`config.mk`:
```
export PLATFORM = sky130hd
export DESIGN_NAME = rtseq_top
export DESIGN_NICKNAME = d
export VERILOG_FILES = /design/src/rtl/rtseq_pkg.sv /design/src/rtl/rtseq_top.sv
export VERILOG_INCLUDE_DIRS = /design/src /design/src/rtl
export SDC_FILE = /design/constraint.sdc
export NUM_CORES = 1
export LEC_CHECK = 0
export CAP_MARGIN = 10
export CORE_MARGIN = 2
export CORE_UTILIZATION = 60
export CTS_BUF_LIST = sky130_fd_sc_hd__clkbuf_4 sky130_fd_sc_hd__clkbuf_8
export CTS_CLUSTER_DIAMETER = 100
export CTS_CLUSTER_SIZE = 40
export DETAILED_ROUTE_END_ITERATION = 12
export DONT_BUFFER_PORTS = 1
export PLACE_DENSITY = 0.9
export REMOVE_ABC_BUFFERS = 1
export SLEW_MARGIN = 40
export SYNTH_ARGS = -nofsm -noshare
export SYNTH_HDL_FRONTEND = slang
export SYNTH_SLANG_ARGS = --single-unit
```
`constraint.sdc`:
```
create_clock -name pclk -period 2.19 [get_ports pclk]
set_input_delay 0.3285 -clock pclk [delete_from_list [all_inputs] [get_ports pclk]]
set_output_delay 0.3285 -clock pclk [all_outputs]
set_load 0.01 [all_outputs]
```
`src/rtl/rtseq_consts.svh`:
```
`ifndef RTSEQ_CONSTS_SVH
`define RTSEQ_CONSTS_SVH
// ----------------------------------------
// register map (byte addresses, apb)
// ----------------------------------------
`define RTSEQ_ADDR_CAUSE    12'h000
`define RTSEQ_ADDR_STATUS   12'h004
`define RTSEQ_ADDR_CONFIG   12'h008
`define RTSEQ_ADDR_CTRL     12'h00c
// ----------------------------------------
// field positions
// ----------------------------------------
`define RTSEQ_CAUSE_BOR_BIT 0
`define RTSEQ_CAUSE_POR_BIT 1
`define RTSEQ_ST_PD_BIT     0
`define RTSEQ_ST_TO_BIT     1
`define RTSEQ_ST_RST_BIT    2
`define RTSEQ_ST_SLEEP_BIT  3
`define RTSEQ_CFG_OSC_LSB   0
`define RTSEQ_CFG_PWRTN_BIT 3
`define RTSEQ_CFG_BROWNOUT_EN_BIT 4
`define RTSEQ_CFG_PINSEL_BIT 5
`define RTSEQ_CTRL_SLEEP_BIT 0
// ----------------------------------------
// reset values
// ----------------------------------------
`define RTSEQ_CFG_RESET     6'h3f
// ----------------------------------------
// timing (clock 125 mhz)
// ----------------------------------------
`define RTSEQ_CLK_MHZ       125
`define RTSEQ_POWERUP_TIMER_MS       72
`define RTSEQ_POWERUP_TIMER_CYC      (`RTSEQ_POWERUP_TIMER_MS * 1000 * `RTSEQ_CLK_MHZ)
`define RTSEQ_OST_CYC       1024
`define RTSEQ_CPU_NS        5000
`define RTSEQ_CPU_CYC       ((`RTSEQ_CPU_NS * `RTSEQ_CLK_MHZ + 999) / 1000)
`define RTSEQ_BOR_US        100
`define RTSEQ_BOR_CYC       (`RTSEQ_BOR_US * `RTSEQ_CLK_MHZ)
`define RTSEQ_GLITCH_NS     64
`define RTSEQ_GLITCH_CYC    ((`RTSEQ_GLITCH_NS * `RTSEQ_CLK_MHZ + 999) / 1000)
`endif

```
`src/rtl/rtseq_pkg.sv`:
```
package rtseq_pkg;
   // oscillator select codes
   typedef enum logic [2:0] {
      lowpower_crystal_mode  = 3'h0,
      std_crystal_mode       = 3'h1,
      highspeed_crystal_mode = 3'h2,
      external_clock_in      = 3'h3,
      internal_rc_osc        = 3'h4,
      internal_rc_osc_clko   = 3'h5,
      external_rc_osc        = 3'h6,
      external_rc_osc_clko   = 3'h7
   } rtseq_osc_t;
   // apb request bundle
   typedef struct packed {
      logic        psel;
      logic        penable;
      logic        pwrite;
      logic [11:0] paddr;
      logic [31:0] pwdata;
   } rtseq_apb_req_t;
   typedef struct packed {
      logic        pready;
      logic        pslverr;
      logic [31:0] prdata;
   } rtseq_apb_rsp_t;
   // supply/pin raw events
   typedef struct packed {
      logic por_n;        // low while supply ramps
      logic below_bor;    // supply under brownout_threshold
      logic ext_reset_n;  // shared reset pin
      logic watchdog_to;  // watchdog time-out pulse
      logic irq_wake;     // interrupt wake request
   } rtseq_src_t;
   // sequencer states
   typedef enum logic [4:0] {
      st_hold = 5'b00001,
      st_powerup_timer = 5'b00010,
      st_ost  = 5'b00100,
      st_run  = 5'b01000,
      st_slp  = 5'b10000
   } rtseq_state_t;
endpackage

```
`src/rtl/rtseq_top.sv`:
```
// Behaviour
// - distinguish power-on, pin run/sleep, watchdog run, watchdog wake, brown-out causes
// - untouched-class registers keep value across every non-power-on reset
// - general reset on por/pin/watchdog/brown-out; watchdog wake resumes
// - cpu start-up delay after power-on, brown-out or wake, concurrent
// - reset pin filter rejects short glitches
// - watchdog reset never drives the reset pin
// - select bit picks reset pin (default) or general i/o
// - power-up timer of 72 ms holds device in reset
// - power-up timer runs only when its enable bit is zero
// - 1024-cycle oscillator count after power-up timer, then release
// - oscillator count only crystal modes, only power-on or wake
// - non-crystal modes use power-up timer or cpu delay only
// - brown-out resets after dip longer than 100 us when enabled
// - brown-out holds until recovery then timer; new dip restarts
// - brown-out enable and power-up timer enable are independent
// - cause bit 0 cleared by brown-out, set by software
// - cause bit 1 cleared by power-on only, set by software
// - flags: por sets both; brown-out sets both; watchdog clears timeout
// - watchdog wake clears both; sleep pin/irq wake sets timeout only
// - i/o mode treats internal reset pin as deasserted
// - brown-out enable is active high
// - codes 000, 001 and high-speed code enable oscillator count
//
// Local design decisions: the register addresses and register access over APB.
`timescale 1ns/1ps
`default_nettype none
`include "rtseq_consts.svh"
module rtseq_top #(
   parameter int unsigned POWERUP_TIMER_CYC = `RTSEQ_POWERUP_TIMER_CYC,
   parameter int unsigned BOR_CYC  = `RTSEQ_BOR_CYC
) (
   // clock and reset
   input  wire logic                    pclk,
   input  wire logic                    presetn,
   input  wire logic                    clk_en,
   // apb slave
   input  wire rtseq_pkg::rtseq_apb_req_t apb_req,
   output var  rtseq_pkg::rtseq_apb_rsp_t apb_rsp,
   // raw sources from pins and detectors
   input  wire rtseq_pkg::rtseq_src_t   src,
   input  wire logic                    osc_input,
   // reset pin as general i/o
   output logic                         pin_io_in,
   output logic                         pin_drive_oe,
   // core side
   output logic                         core_reset_n,
   output logic                         core_sleeping
);
   import rtseq_pkg::*;

   // ----------------------------------------
   // synchronisers
   // ----------------------------------------
   logic [4:0] meta_q, sync_q;
   logic       osc_m_q, osc_s_q, osc_p_q;

   // async sources all pass two flops before use
   // flops reset to the idle level of each source, so releasing
   // presetn never looks like a pin, watchdog or wake event
   always_ff @(posedge pclk or negedge presetn) begin
      if (!presetn) begin
         meta_q <= 5'h1f;
         sync_q <= 5'h1f;
      end else if (clk_en) begin
         meta_q <= {src.por_n, ~src.below_bor, src.ext_reset_n, ~src.watchdog_to, ~src.irq_wake};
         sync_q <= meta_q;
      end
   end

   // oscillator input sampled; edge taken only from second flop onward
   // limitation: osc_input must stay below half the pclk rate
   always_ff @(posedge pclk or negedge presetn) begin
      if (!presetn) begin
         osc_m_q <= 1'b0;
         osc_s_q <= 1'b0;
         osc_p_q <= 1'b0;
      end else if (clk_en) begin
         osc_m_q <= osc_input;
         osc_s_q <= osc_m_q;
         osc_p_q <= osc_s_q;
      end
   end

   // synchronised levels, named by what they mean when high
   logic por_n_s, bor_ok_s, pin_s, wdt_s, irq_s, osc_rise;
   assign por_n_s  = sync_q[4];
   assign bor_ok_s = sync_q[3];
   assign pin_s    = sync_q[2];
   assign wdt_s    = ~sync_q[1];
   assign irq_s    = ~sync_q[0];
   assign osc_rise = osc_s_q & ~osc_p_q;

   // ----------------------------------------
   // configuration and control registers
   // ----------------------------------------
   logic [5:0] cfg_q;
   logic       sleep_req_q;
   logic [1:0] cause_q;
   logic       to_q, pd_q;
   logic       wr_en, rd_en;

   // reads decode without penable; prdata only matters in access
   assign wr_en = apb_req.psel & apb_req.penable & apb_req.pwrite;
   assign rd_en = apb_req.psel & ~apb_req.pwrite;


   // configuration fields; the two enables act independently
   rtseq_osc_t osc_mode;
   logic       powerup_timer_on, bor_en, pin_sel, crystal;
   assign osc_mode = rtseq_osc_t'(cfg_q[`RTSEQ_CFG_OSC_LSB +: 3]);
   assign powerup_timer_on  = ~cfg_q[`RTSEQ_CFG_PWRTN_BIT];
   assign bor_en   = cfg_q[`RTSEQ_CFG_BROWNOUT_EN_BIT];
   assign pin_sel  = cfg_q[`RTSEQ_CFG_PINSEL_BIT];
   assign crystal  = (osc_mode == lowpower_crystal_mode) ||
                     (osc_mode == std_crystal_mode) ||
                     (osc_mode == highspeed_crystal_mode);

   // config survives every reset but the apb reset (power-on domain)
   // limitation: a mode change takes effect at once, even mid-sequence
   always_ff @(posedge pclk or negedge presetn) begin
      if (!presetn)
         cfg_q <= `RTSEQ_CFG_RESET;
      else if (clk_en && wr_en && apb_req.paddr == `RTSEQ_ADDR_CONFIG)
         cfg_q <= apb_req.pwdata[5:0];
   end

   // ----------------------------------------
   // pin filter and brown-out qualifier
   // ----------------------------------------
   logic [7:0]  glitch_q;
   logic        pin_low_q;
   logic        pin_asserted;
   // i/o mode: internal reset input held high
   // pin_sel high is reset mode, the default
   assign pin_asserted = pin_sel & ~pin_s;
   // low must persist a minimum time before it counts
   // trade-off: length fixed in pclk cycles, so it scales with the clock
   always_ff @(posedge pclk or negedge presetn) begin
      if (!presetn) begin
         glitch_q  <= 8'h00;
         pin_low_q <= 1'b0;
      end else if (clk_en) begin
         if (!pin_asserted) begin
            glitch_q  <= 8'h00;
            pin_low_q <= 1'b0;
         end else if (glitch_q == 8'(`RTSEQ_GLITCH_CYC)) begin
            pin_low_q <= 1'b1;
         end else begin
            glitch_q <= glitch_q + 8'h01;
         end
      end
   end

   // pin is input only: never driven, watchdog included
   assign pin_drive_oe = 1'b0;
   assign pin_io_in    = pin_sel ? 1'b1 : pin_s;


   logic [31:0] bor_cnt_q;
   logic        bor_hit_q;
   // dips shorter than the minimum time are ignored
   // the hit flag stays set until the supply is back above threshold
   always_ff @(posedge pclk or negedge presetn) begin
      if (!presetn) begin
         bor_cnt_q <= 32'h0;
         bor_hit_q <= 1'b0;
      end else if (clk_en) begin
         if (!bor_en || bor_ok_s) begin
            bor_cnt_q <= 32'h0;
            bor_hit_q <= 1'b0;
         end else if (bor_cnt_q >= BOR_CYC) begin
            bor_hit_q <= 1'b1;
         end else begin
            bor_cnt_q <= bor_cnt_q + 32'h1;
         end
      end
   end

   // ----------------------------------------
   // time-out sequencer
   // ----------------------------------------
   rtseq_state_t st_q;
   logic [31:0]  powerup_timer_q;
   logic [10:0]  ost_q;
   logic [9:0]   cpu_q;
   logic         ost_need_q;
   logic         hold_src;

   // the raw brown-out level holds only outside run and sleep;
   // there a dip must first qualify through bor_hit_q
   assign hold_src = ~por_n_s | bor_hit_q | (bor_en & ~bor_ok_s & st_q != st_run
                     & st_q != st_slp);

   // reset and wake events; watchdog, pin and interrupt ones tied to the state they are legal in
   logic wdt_run, wdt_wake, pin_run, pin_slp, irq_wake_ev, bor_ev, por_ev;
   assign por_ev      = ~por_n_s;
   assign bor_ev      = bor_hit_q & por_n_s;
   assign wdt_run     = wdt_s & (st_q == st_run);
   assign wdt_wake    = wdt_s & (st_q == st_slp);
   assign pin_run     = pin_low_q & (st_q == st_run);
   assign pin_slp     = pin_low_q & (st_q == st_slp);
   assign irq_wake_ev = irq_s & (st_q == st_slp) & ~pin_low_q & ~wdt_s;

   // main sequence; pin/wdt resets skip timers, wake resumes through ost/cpu
   // cpu delay counts in every state, so it overlaps the other timers
   always_ff @(posedge pclk or negedge presetn) begin
      if (!presetn) begin
         st_q       <= st_hold;
         powerup_timer_q     <= 32'h0;
         ost_q      <= 11'h0;
         cpu_q      <= 10'(`RTSEQ_CPU_CYC);
         ost_need_q <= 1'b1;
      end else if (clk_en) begin
         if (cpu_q != 10'h0)
            cpu_q <= cpu_q - 10'h1;
         case (st_q)
            // held while power-on or brown-out is active
            st_hold: begin
               if (hold_src) begin
                  // new dip restarts the whole sequence
                  st_q   <= st_hold;
                  powerup_timer_q <= 32'h0;
                  ost_q  <= 11'h0;
                  cpu_q  <= 10'(`RTSEQ_CPU_CYC);
                  if (por_ev)
                     ost_need_q <= 1'b1;
               end else if (powerup_timer_on)
                  st_q <= st_powerup_timer;
               else
                  st_q <= st_ost;
            end
            // power-up timer, entered only when enabled
            st_powerup_timer: begin
               if (hold_src)
                  st_q <= st_hold;
               else if (powerup_timer_q >= POWERUP_TIMER_CYC - 1)
                  st_q <= st_ost;
               else
                  powerup_timer_q <= powerup_timer_q + 32'h1;
            end
            // start-up count, crystal modes after power-on or wake
            st_ost: begin
               if (hold_src)
                  st_q <= st_hold;
               else if (!(crystal && ost_need_q) || ost_q == 11'(`RTSEQ_OST_CYC)) begin
                  st_q       <= st_run;
                  ost_need_q <= 1'b0;
               end else if (osc_rise)
                  ost_q <= ost_q + 11'h1;
            end
            // pin and watchdog resets hold the core in place
            st_run: begin
               if (hold_src || bor_ev) begin
                  st_q <= st_hold;
               end else if (sleep_req_q)
                  st_q <= st_slp;
               else if (wdt_run || pin_run)
                  st_q <= st_run;
            end
            // every wake reloads the cpu delay and re-arms the start-up count
            st_slp: begin
               if (hold_src || bor_ev)
                  st_q <= st_hold;
               else if (wdt_wake || irq_wake_ev || pin_slp) begin
                  st_q       <= st_ost;
                  ost_q      <= 11'h0;
                  ost_need_q <= 1'b1;
                  cpu_q      <= 10'(`RTSEQ_CPU_CYC);
               end
            end
            default: st_q <= st_hold;
         endcase
      end
   end


   // core held while source, timers, pin or cpu delay pending
   // registered so the core sees a clean release on a pclk edge
   logic core_rst_q;
   always_ff @(posedge pclk or negedge presetn) begin
      if (!presetn)
         core_rst_q <= 1'b1;
      else if (clk_en)
         core_rst_q <= (st_q != st_run && st_q != st_slp) || pin_low_q ||
                       wdt_run || cpu_q != 10'h0;
   end
   assign core_reset_n  = ~core_rst_q;
   assign core_sleeping = (st_q == st_slp);


   // sleep request from software, cleared once the sequencer leaves run (entering sleep or hold) or on apb reset
   // a write outside run is dropped
   always_ff @(posedge pclk or negedge presetn) begin
      if (!presetn)
         sleep_req_q <= 1'b0;
      else if (clk_en) begin
         if (st_q != st_run)
            sleep_req_q <= 1'b0;
         else if (wr_en && apb_req.paddr == `RTSEQ_ADDR_CTRL)
            sleep_req_q <= apb_req.pwdata[`RTSEQ_CTRL_SLEEP_BIT];
      end
   end

   // ----------------------------------------
   // cause bits and status flags
   // ----------------------------------------
   // hardware clears win over a same-cycle software set,
   // so a reset that lands during the write is never lost
   always_ff @(posedge pclk or negedge presetn) begin
      if (!presetn)
         cause_q <= 2'b00;
      else if (clk_en) begin
         if (wr_en && apb_req.paddr == `RTSEQ_ADDR_CAUSE)
            cause_q <= apb_req.pwdata[1:0];
         if (por_ev)
            cause_q[`RTSEQ_CAUSE_POR_BIT] <= 1'b0;
         if (bor_ev && bor_en)
            cause_q[`RTSEQ_CAUSE_BOR_BIT] <= 1'b0;
      end
   end

   // flags decode reset kind; software cannot write them
   // pin reset while running leaves both flags as they were
   always_ff @(posedge pclk or negedge presetn) begin
      if (!presetn) begin
         to_q <= 1'b1;
         pd_q <= 1'b1;
      end else if (clk_en) begin
         if (por_ev || bor_ev) begin
            to_q <= 1'b1;
            pd_q <= 1'b1;
         end else if (wdt_run) begin
            to_q <= 1'b0;
            pd_q <= 1'b1;
         end else if (wdt_wake) begin
            to_q <= 1'b0;
            pd_q <= 1'b0;
         end else if (pin_slp || irq_wake_ev) begin
            to_q <= 1'b1;
            pd_q <= 1'b0;
         end else if (sleep_req_q && st_q == st_run) begin
            pd_q <= 1'b0;                                    // entering sleep
         end
      end
   end

   // ----------------------------------------
   // apb read path
   // ----------------------------------------
   // zero wait states: pready is tied high
   // status writes and unmapped addresses answer with pslverr
   always_comb begin
      apb_rsp.pready  = 1'b1;
      apb_rsp.pslverr = 1'b0;
      apb_rsp.prdata  = 32'h0;
      if (rd_en) begin
         case (apb_req.paddr)
            `RTSEQ_ADDR_CAUSE:  apb_rsp.prdata = {30'h0, cause_q};
            `RTSEQ_ADDR_STATUS: apb_rsp.prdata = {28'h0, core_sleeping, core_rst_q, to_q, pd_q};
            `RTSEQ_ADDR_CONFIG: apb_rsp.prdata = {26'h0, cfg_q};
            `RTSEQ_ADDR_CTRL:   apb_rsp.prdata = {31'h0, sleep_req_q};
            default:            apb_rsp.pslverr = apb_req.penable;
         endcase
      end else if (apb_req.psel && apb_req.pwrite) begin
         case (apb_req.paddr)
            `RTSEQ_ADDR_CAUSE, `RTSEQ_ADDR_CONFIG, `RTSEQ_ADDR_CTRL: apb_rsp.pslverr = 1'b0;
            default: apb_rsp.pslverr = apb_req.penable;
         endcase
      end
   end
endmodule // rtseq_top
`default_nettype wire

```
==> results of run 1 <==
-- kinds of logic (layout without fill, tap and decap cells) --
group	after synthesis	after routing	share of synthesized area [%]
multiplexers	19	19	3.15
buffers and inverters	88	155	6.88
flip-flops	126	126	45.3
AND/OR/NAND/NOR	335	336	26.1
adder cells (fa/ha/maj)	8	8	1.42
AO/OA/AOI/OAI	146	146	14.7
XOR/XNOR	19	19	2.37
other	2	28	0.107
-- stage by stage --
stage | power [W] | area [sq um] | utilization [%]
global placement | 0.00436 | 7420 | 65.0
detailed placement | 0.00448 | 7420 | 65.0
CTS | 0.00666 | 8170 | 71.5
floorplan | 0.00384 | 6750 | -
finish | 0.00733 | 8630 | 75.6
global route | 0.00756 | 8630 | 75.6
-- sequential cells by signal, indices dropped and copies added, names as in the netlist --
name             count
meta_q               5
ost_q               11
sync_q               5
osc_m_q              1
core_rst_q           1
bor_hit_q            1
glitch_q             8
sleep_req_q          1
pd_q                 1
bor_cnt_q           32
ost_need_q           1
cpu_q               10
osc_s_q              1
st_q                 5
powerup_timer_q     32
cfg_q                6
osc_p_q              1
cause_q              2
to_q                 1
pin_low_q            1
-- worst min path at each step --
| stage | start | to |
|---|---|---|
| 6_report | presetn | powerup_timer_q[18]$_DFFE_PN0P_ |
| 5_1_grt | presetn | osc_m_q$_DFFE_PN0P_ |
| 4_1_cts | presetn | powerup_timer_q[6]$_DFFE_PN0P_ |
| 3_5_place_dp | presetn | cpu_q[3]$_DFFE_PN0P_ |
| 3_3_place_gp | presetn | cpu_q[3]$_DFFE_PN0P_ |
| 2_1_floorplan | presetn | bor_cnt_q[0]$_DFFE_PN0P_ |
-- repair_timing --
action                                  in CTS  in global routing
hold endpoints to repair                   138                126
gates resized for setup                     44                 81
gates cloned                                 1                  0
endpoints found under the setup margin      34                 47
pin swaps                                   28                 33
setup buffers                               12                 15
-- cells in the final DEF, fill, tap and decap left out, types with 17 or more instances in the layout --
master    synthesis  layout
dfrtp_1         100      99
buf_4            29      73
nand2_1          71      69
nor2_1           54      52
and2_1           34      34
nand3_1          38      32
o21ai_0          41      30
conb_1            2      28
dfstp_2          26      26
inv_1            26      25
buf_6             3      20
nor4_1           22      18
clkbuf_8          2      17
-- layout make-up --
class | count | area (sq um)
clock buffers | 21 | 264
clock inverters | 11 | 118
fillers | 628 | 2790
inverters | 26 | 97.6
multi-input cells | 556 | 3970
flip-flops and latches | 126 | 3190
well taps | 143 | 179
repair buffers | 97 | 813
-- power groups by stage --
stage / logic [W] / clock network (W) / registers [W]
floorplan: 0.000922 / 0 / 0.00292
global placement: 0.00150 / 0 / 0.00287
detailed placement: 0.00159 / 0 / 0.00289
CTS: 0.00180 / 0.00200 / 0.00286
global route: 0.00253 / 0.00211 / 0.00292
finish: 0.00242 / 0.00202 / 0.00289
-- per-layer routing --
metal  global-route usage, %  up-vias
li1                        -     2823
met1                    36.5     3183
met2                    48.2      524
met3                    7.99      203
met4                    16.7        0
met5                       0        -
-- critical path: cells and delay by family (launching register included) --
kind            cells  cell delay, ps
buf+inv             3             420
flops               1             420
simple gates        3             870
compound gates      2             680
==> flow_metrics.tcl, run 1 <==
set metrics [dict create \
    netlist_area_sq_um 7040 \
    pre_cts_slack_ps -280 \
    crit_arrival_ps 2860 \
    ys_ff_latch 126 \
    clock-sinks 126 \
    wl_met2_um 10500 \
    crit-reg2reg-capture "powerup_timer_q[20]$_DFFE_PN0P_" \
    cts_root_buffer "clkbuf_8" \
    p_leak_nw 3.77 \
    ir_worst_vdd_v 0.000867 \
    end_kind "flop" \
    crit_path_end "powerup_timer_q[20]$_DFFE_PN0P_" \
    ys.warnings.count 0 \
    synth_edf_count 0 \
    crit_slowest_cell "o41a_4" \
    pwr-share-seq_pct 39.4 \
    nNetsFinal 888 \
    yosys-top-cells-count "100 x dfrtp_1, 71 x nand2_1, 54 x nor2_1" \
    globalplace.congestion 0.948 \
    critPathMaxStageDelay_ps 510 \
    rr_startpoint "st_q[0]$_DFFE_PN1P_" \
    grt_overflow 0 \
    die_height_um 112 \
    clock.fmax_mhz 406 \
    die_w_um 112 \
    skew_ps 12.8 \
    vias 6733 \
    p_sw_share_pct 35.6 \
    path_cells "buf_4 > o41a_4 > nor3_4 > buf_6 > buf_6 > nand4_4 > nor4_1 > a211o_1" \
    port_buffers 0 \
    hold_slack_ps -441 \
    synth_top_area_share_pct 35.6 \
    r2r_cells 8 \
    setup_viol 34 \
    outcome "complete, but fails checks" \
    pwr-share-clk_pct 27.5 \
    p_comb_share_pct 33.0 \
    setup_ws_ps -272 \
    period_minus_slack_ps 2460 \
    viasPerCell 6.87 \
    synthCells 743 \
    cts_tree "done" \
    htree_levels 4 \
    cts_buffer_depth 2 \
    start_util_pct 61.6 \
    yosysMostFrequentCell "dfrtp_1" \
    dp.cells 916 \
    clock_latency_ps 460 \
    layout.cells.non_filler 980 \
    synthTopCellsByArea "dfrtp_1 36%, dfstp_2 9.7%, nand2_1 3.8%" \
    violations "hold timing, setup timing" \
    coreArea_sq_um 11400 \
    cellPowerDensity_nw_per_um2 850 \
    drc 0 \
    synth_seq_area_share_pct 45.3 \
    hold_viol 126 \
    drive_above_1_share_pct 29.9 \
    cp_data_required_time_ps 2580 \
    die_area_sq_um 12600 \
    intPower_w 0.00473 \
    clk_pin_slew_worst_paths_ps 80 \
    drt-met1-wl_um 7530 \
    first_pass_iters 6 \
    wl_per_cell_um 22.2 \
    path_max_fanout 5 \
    synth_cell_types 72 \
    gr-usage-all-layers_pct 29.8 \
    max-cap-violations 0 \
    pin_count 94 \
    relSlewSlack_pct 43.2 \
    place_hpwl_um 11500 \
    syn2layout_area_growth_pct 22.7 \
    path_class "reg2reg" \
    hold_buffers 4 \
    cts_buffers 17 \
    critPathMostFrequentCell "buf_6" \
    antenna_found_initial 0 \
    num_antenna_cells 0 \
    synthFlopType "dfrtp_1" \
    start_kind "flop" \
    rsz0062_at_grt "yes" \
    grt_max_degree 127 \
    hold_class "in2async" \
    async_flop_share_pct 100 \
    critPathLaunch "st_q[0]$_DFFE_PN1P_" \
    fin_crit_sh_pct 112 \
    grt_pass1_vias 6326 \
    syn-mean-instance-area_sq_um 9.47 \
    grt_pass1_wl_um 30300 \
    yosysTopAreaCell "dfrtp_1" \
    r2r_slack_ps -270 \
    totalWireLength_um 21800 \
    switching_power_w 0.00261 \
    wl_met3_um 2120 \
    drv_slew 0 \
    first_iter_violations 996 \
    top_layer_used "met4" \
    worst_slew_pin_slew_ps 849 \
    row_count 39 \
    setup-tns-final_ps -5080 \
    drt.antenna.violating_nets 0 \
]
(Power assumes the default switching activity.)
==> inputs of run 2 (changes only) <==
- SETUP_SLACK_MARGIN: not set -> 0.05
==> run 2 against run 1 <==
  * The run still ends with hold timing, setup timing left
  * Largest power group unchanged
  * Final cell count is 1.1% higher
  * Register-to-register slack worse by 30 ps
  * Clock skew is 5.2 ps higher
  * Core utilization is 1.2 points higher
  * Power is 2.4% higher
  * Die area stayed put
  * Cell area is 1.6% higher
  * Largest cell class unchanged
  * Via count is 3.6% higher
  * Worst setup slack worse by 27 ps
  * Clock power hardly changed
  * Count of clock-buffer cells in the layout stayed put
==> flow_metrics.tcl, run 2 (synthesis gave the netlist of run 1 again) <==
set metrics [dict create \
    globalplace.congestion 0.948 \
    row_count 39 \
    start_kind "flop" \
    drc 0 \
    rr_startpoint "powerup_timer_q[6]$_DFFE_PN0P_" \
    grt_overflow 0 \
    vias 6976 \
    syn2layout_area_growth_pct 24.6 \
    cts_tree "done" \
    drv_slew 0 \
    outcome "complete, but fails checks" \
    p_sw_share_pct 36.1 \
    reg_top3 "bor_cnt_q: 32 flops, powerup_timer_q: 32 flops, ost_q: 11 flops" \
    crit_path_end "powerup_timer_q[0]$_DFFE_PN0P_" \
    clock-sinks 126 \
    layout.cells.non_filler 991 \
    wl_per_cell_um 23.6 \
    crit-reg2reg-capture "powerup_timer_q[0]$_DFFE_PN0P_" \
    cts_buffers 17 \
    violations "hold timing, setup timing" \
    max-cap-violations 0 \
    totalWireLength_um 23400 \
    hold_slack_ps -443 \
    setup_viol 39 \
    final_cell_mix "99 x dfrtp_1, 79 x buf_4, 68 x nand2_1" \
    clock.fmax_mhz 402 \
    clk_pin_slew_worst_paths_ps 80 \
    skew_ps 18.1 \
    num_antenna_cells 0 \
    period_minus_slack_ps 2490 \
    hold_class "in2async" \
    place_hpwl_um 11500 \
    drive_above_1_share_pct 31.8 \
    p_leak_nw 3.82 \
    dp.cells 916 \
    ir_worst_vdd_v 0.000811 \
    grt_pass1_vias 6501 \
    rsz0062_at_grt "yes" \
    die_w_um 112 \
    die_area_sq_um 12600 \
    drt.antenna.violating_nets 0 \
    pwr-share-clk_pct 26.9 \
    nNetsFinal 899 \
    intPower_w 0.00480 \
    pre_cts_slack_ps -280 \
    port_buffers 0 \
    first_iter_violations 937 \
    first_pass_iters 7 \
    switching_power_w 0.00271 \
    fin_crit_sh_pct 114 \
    finish.utilization_pct 76.7 \
    start_util_pct 61.6 \
    crit_arrival_ps 2850 \
    cp_data_required_time_ps 2550 \
    cts_buffer_depth 2 \
    p_comb_share_pct 34.3 \
    setup_ws_ps -299 \
    r2r_slack_ps -300 \
    coreArea_sq_um 11400 \
    clock_latency_ps 470 \
    final_common_cell "dfrtp_1" \
    grt_max_degree 127 \
    cts_root_buffer "clkbuf_8" \
    die_height_um 112 \
    relSlewSlack_pct 48.9 \
    path_class "reg2reg" \
    end_kind "flop" \
    gr-usage-all-layers_pct 30.8 \
    critPathLaunch "powerup_timer_q[6]$_DFFE_PN0P_" \
    worst_slew_pin_slew_ps 764 \
    htree_levels 4 \
    antenna_found_initial 0 \
    grt_pass1_wl_um 31100 \
    r2r_cells 9 \
    hold_viol 126 \
    viasPerCell 7.04 \
    pin_count 94 \
    pwr-share-seq_pct 38.7 \
    cellPowerDensity_nw_per_um2 857 \
    path_max_fanout 4 \
]
==> run 2: final cells by class <==
cell class | instances | area (sq um)
Multi-Input combinational cell | 556 | 3990
Sequential cell | 126 | 3190
Fill cell | 619 | 2660
Timing Repair Buffer | 108 | 926
Clock buffer | 21 | 264
Tap cell | 143 | 179
Clock inverter | 11 | 118
Inverter | 26 | 97.6
==> run 2: per-layer routing <==
metal / up-vias / wire (um) / track usage [%]
li1: 2836 / - / -
met1: 3308 / 8070 / 36.7
met2: 603 / 11100 / 51.2
met3: 229 / 2330 / 7.56
met4: 0 / 1920 / 18.0
met5: - / 0 / 0
==> run 2: what timing repair did <==
item | CTS | global route
resized for setup | 61 | 80
hold endpoints to repair | 138 | 127
pin swaps | 36 | 27
setup endpoints to repair | 45 | 60
hold buffers | 4 | 1
gates cloned | 1 | 1
setup buffers | 17 | 21
==> run 2: how the worst min path moves through the flow <==
stage,startpoint,end,slack (ps),depth (start not counted)
CTS,presetn,powerup_timer_q[6]$_DFFE_PN0P_,-460,0
floorplan,presetn,bor_cnt_q[0]$_DFFE_PN0P_,30,0
global placement,presetn,cpu_q[3]$_DFFE_PN0P_,40,0
detailed placement,presetn,cpu_q[3]$_DFFE_PN0P_,40,0
global route,presetn,ost_q[6]$_DFFE_PN0P_,-480,0
finish,presetn,cpu_q[3]$_DFFE_PN0P_,-440,0
==> run 2: power by group through the flow <==
stage                     clock (W)  sequential [W]  combinational, W
after floorplan                   0         0.00292          0.000922
after global routing        0.00214         0.00293           0.00266
after CTS                   0.00200         0.00286           0.00190
final                       0.00202         0.00291           0.00258
after global placement            0         0.00287           0.00150
after detailed placement          0         0.00289           0.00159
==> run 2: worst max-delay path: stages, from the launching register on <==
cell      delay (ps)
dfrtp_1          390
or4_4            570
a211oi_4         340
buf_4            190
o21ai_2           80
a211oi_2         200
buf_4            160
buf_4            110
nand2_1           60
mux2i_1          260
==> run 2: metrics by stage <==
stage,cell area [sq um],total power (W),setup TNS (ps)
6_report,8760,0.00751,-5390
5_1_grt,8760,0.00773,-6600
4_1_cts,8290,0.00676,-246
3_5_place_dp,7420,0.00448,-3530
3_3_place_gp,7420,0.00436,-1370
2_1_floorplan,6750,0.00384,-3030
==> inputs of run 3 (changes only) <==
- CELL_PAD_IN_SITES_DETAIL_PLACEMENT: not set -> 1
- CELL_PAD_IN_SITES_GLOBAL_PLACEMENT: not set -> 1
- CORE_UTILIZATION: 60 -> 40
- PLACE_DENSITY: 0.9 -> 0.81
==> run 3 against run 2 <==
  * Final cell count is 9.5% higher
  * The flow still finishes with violations (hold timing, setup timing)
  * Sequential share of layout area is 1.1 points lower
  * Worst setup slack better by 3.8 ps
  * Routed wire length is 2.7% higher
  * Core utilization is 24 points lower
  * Critical endpoint is now powerup_timer_q[9]$_DFFE_PN0P_
  * Largest power group unchanged
  * Sequential power hardly changed
  * Count of clock-buffer cells in the layout is 2 lower
  * Power is 1.9% lower
  * Non-clock buffer count is 12 higher
  * Flip-flop and latch count stayed put
==> flow_metrics.tcl, run 3 (synthesis gave the netlist of run 1 again) <==
set metrics [dict create \
    gr-usage-all-layers_pct 24.6 \
    vias 6597 \
    hold_slack_ps -455 \
    rsz0062_at_grt "yes" \
    start_kind "flop" \
    final_cell_mix "97 x dfrtp_1, 91 x buf_4, 68 x nand2_1" \
    hold_viol 126 \
    first_iter_violations 534 \
    p_leak_nw 3.90 \
    die_height_um 137 \
    end_kind "flop" \
    place_hpwl_um 12700 \
    dp.cells 1010 \
    htree_levels 4 \
    rr_startpoint "powerup_timer_q[6]$_DFFE_PN0P_" \
    pin_count 94 \
    critPathLaunch "powerup_timer_q[6]$_DFFE_PN0P_" \
    crit_arrival_ps 2840 \
    nNetsFinal 911 \
    path_cells "or4_4 > a211oi_4 > o31ai_4 > nor4_4 > buf_4 > a41oi_1 > a211o_1" \
    skew_ps 9.10 \
    layout.cells.non_filler 1085 \
    cts_buffer_depth 2 \
    finish.utilization_pct 52.5 \
    wl_per_cell_um 22.2 \
    clock_latency_ps 470 \
    design_area_sq_um 9050 \
    drive_above_1_share_pct 33.7 \
    start_util_pct 40.8 \
    worst_slew_pin_slew_ps 752 \
    critPathMaxStageDelay_ps 560 \
    period_minus_slack_ps 2490 \
    cellPowerDensity_nw_per_um2 813 \
    grt_pass1_wl_um 35800 \
    globalplace.congestion 0.824 \
    die_area_sq_um 18700 \
    grt_overflow 0 \
    max-cap-violations 0 \
    cts_buffers 17 \
    first_pass_iters 5 \
    port_buffers 0 \
    crit_buf_inv 1 \
    final_common_cell "dfrtp_1" \
    path_class "reg2reg" \
    fin_crit_sh_pct 113 \
    clock.fmax_mhz 402 \
    ir_worst_vdd_v 0.000500 \
    violations "hold timing, setup timing" \
    cts_root_buffer "clkbuf_8" \
    cts_tree "done" \
    totalWireLength_um 24100 \
    crit_slowest_cell "or4_4" \
    num_antenna_cells 0 \
    die_w_um 137 \
    antenna_found_initial 1 \
    clk_pin_slew_worst_paths_ps 80 \
    relSlewSlack_pct 49.7 \
    crit_family "simple AND/OR/NAND/NOR gates" \
    coreArea_sq_um 17200 \
    outcome "complete, but fails checks" \
    setup_viol 34 \
    drc 0 \
    grt_pass1_vias 6976 \
    clock-sinks 126 \
    drt.antenna.violating_nets 0 \
    hold_class "in2async" \
    setup-tns-final_ps -5710 \
    fill_cells 1871 \
    grt_max_degree 127 \
    viasPerCell 6.08 \
    drv_slew 0 \
    path_max_fanout 5 \
    setup_ws_ps -296 \
    reg_top3 "bor_cnt_q: 32 flops, powerup_timer_q: 32 flops, ost_q: 11 flops" \
    syn2layout_area_growth_pct 28.7 \
    postPlaceCellArea_sq_um 7630 \
    cp_data_required_time_ps 2550 \
    row_count 48 \
]
==> run 3: layer usage <==
| layer | up-vias | global-route usage (%) | wire, um |
|---|---|---|---|
| met2 | 277 | 42.1 | 12100 |
| met1 | 3343 | 28.3 | 9320 |
| li1 | 2864 | - | - |
| met3 | 111 | 6.15 | 1460 |
| met5 | - | 0 | 13 |
| met4 | 2 | 13.5 | 1170 |
==> run 3: worst register-to-register path, delay by kind of cell (launching register included) <==
family          cells  cell delay (ps)
simple gates        2              950
compound gates      4              820
flops               1              390
buf+inv             1              210
==> run 3: final timing paths <==
kind | end | slack, ps | cells past startpoint
max in group asynchronous | meta_q[3]$_DFFE_PN1P_ | 2360 | 0
min in group pclk | cfg_q[2]$_DFFE_PN1P_ | 10 | 1
worst max-delay path | powerup_timer_q[9]$_DFFE_PN0P_ | -300 | 7
worst max register to register | powerup_timer_q[9]$_DFFE_PN0P_ | -300 | 7
worst min-delay path | ost_q[10]$_DFFE_PN0P_ | -450 | 0
worst min register to register | powerup_timer_q[30]$_DFFE_PN0P_ | 500 | 1
==> run 3: power breakdown <==
group	switching [W]	internal, W	total, W	leakage [nW]
logic	0.00136	0.00102	0.00239	2.08
clock network	0.00102	0.00105	0.00207	0.192
registers	0.000271	0.00263	0.00290	1.62
total	0.00265	0.00471	0.00736	3.90
==> run 3: layout make-up <==
type,count,area [sq um],share of cell area [%]
Clock buffer,19,255,2.82
Tap cell,225,282,3.11
Sequential cell,126,3190,35.2
Clock inverter,13,140,1.55
Timing Repair Buffer,120,1020,11.2
Inverter,26,97.6,1.08
Multi-Input combinational cell,556,4070,45.0
==> run 3: through the flow <==
stage	power [W]	hold WS [ps]	setup slack, ps
after CTS	0.00699	-459	-112
final	0.00736	-455	-296
after detailed placement	0.00458	39.3	-344
after floorplan	0.00384	32.9	-313
after global placement	0.00449	39.1	-195
after global routing	0.00764	-466	-332
==> run 3: timing repair <==
action,in CTS,in global routing
endpoints found under the hold margin,138,128
hold buffers,5,2
gates cloned,2,0
pin swaps,37,41
setup endpoints to repair,60,62
buffers inserted,20,16
gates resized for setup,77,80
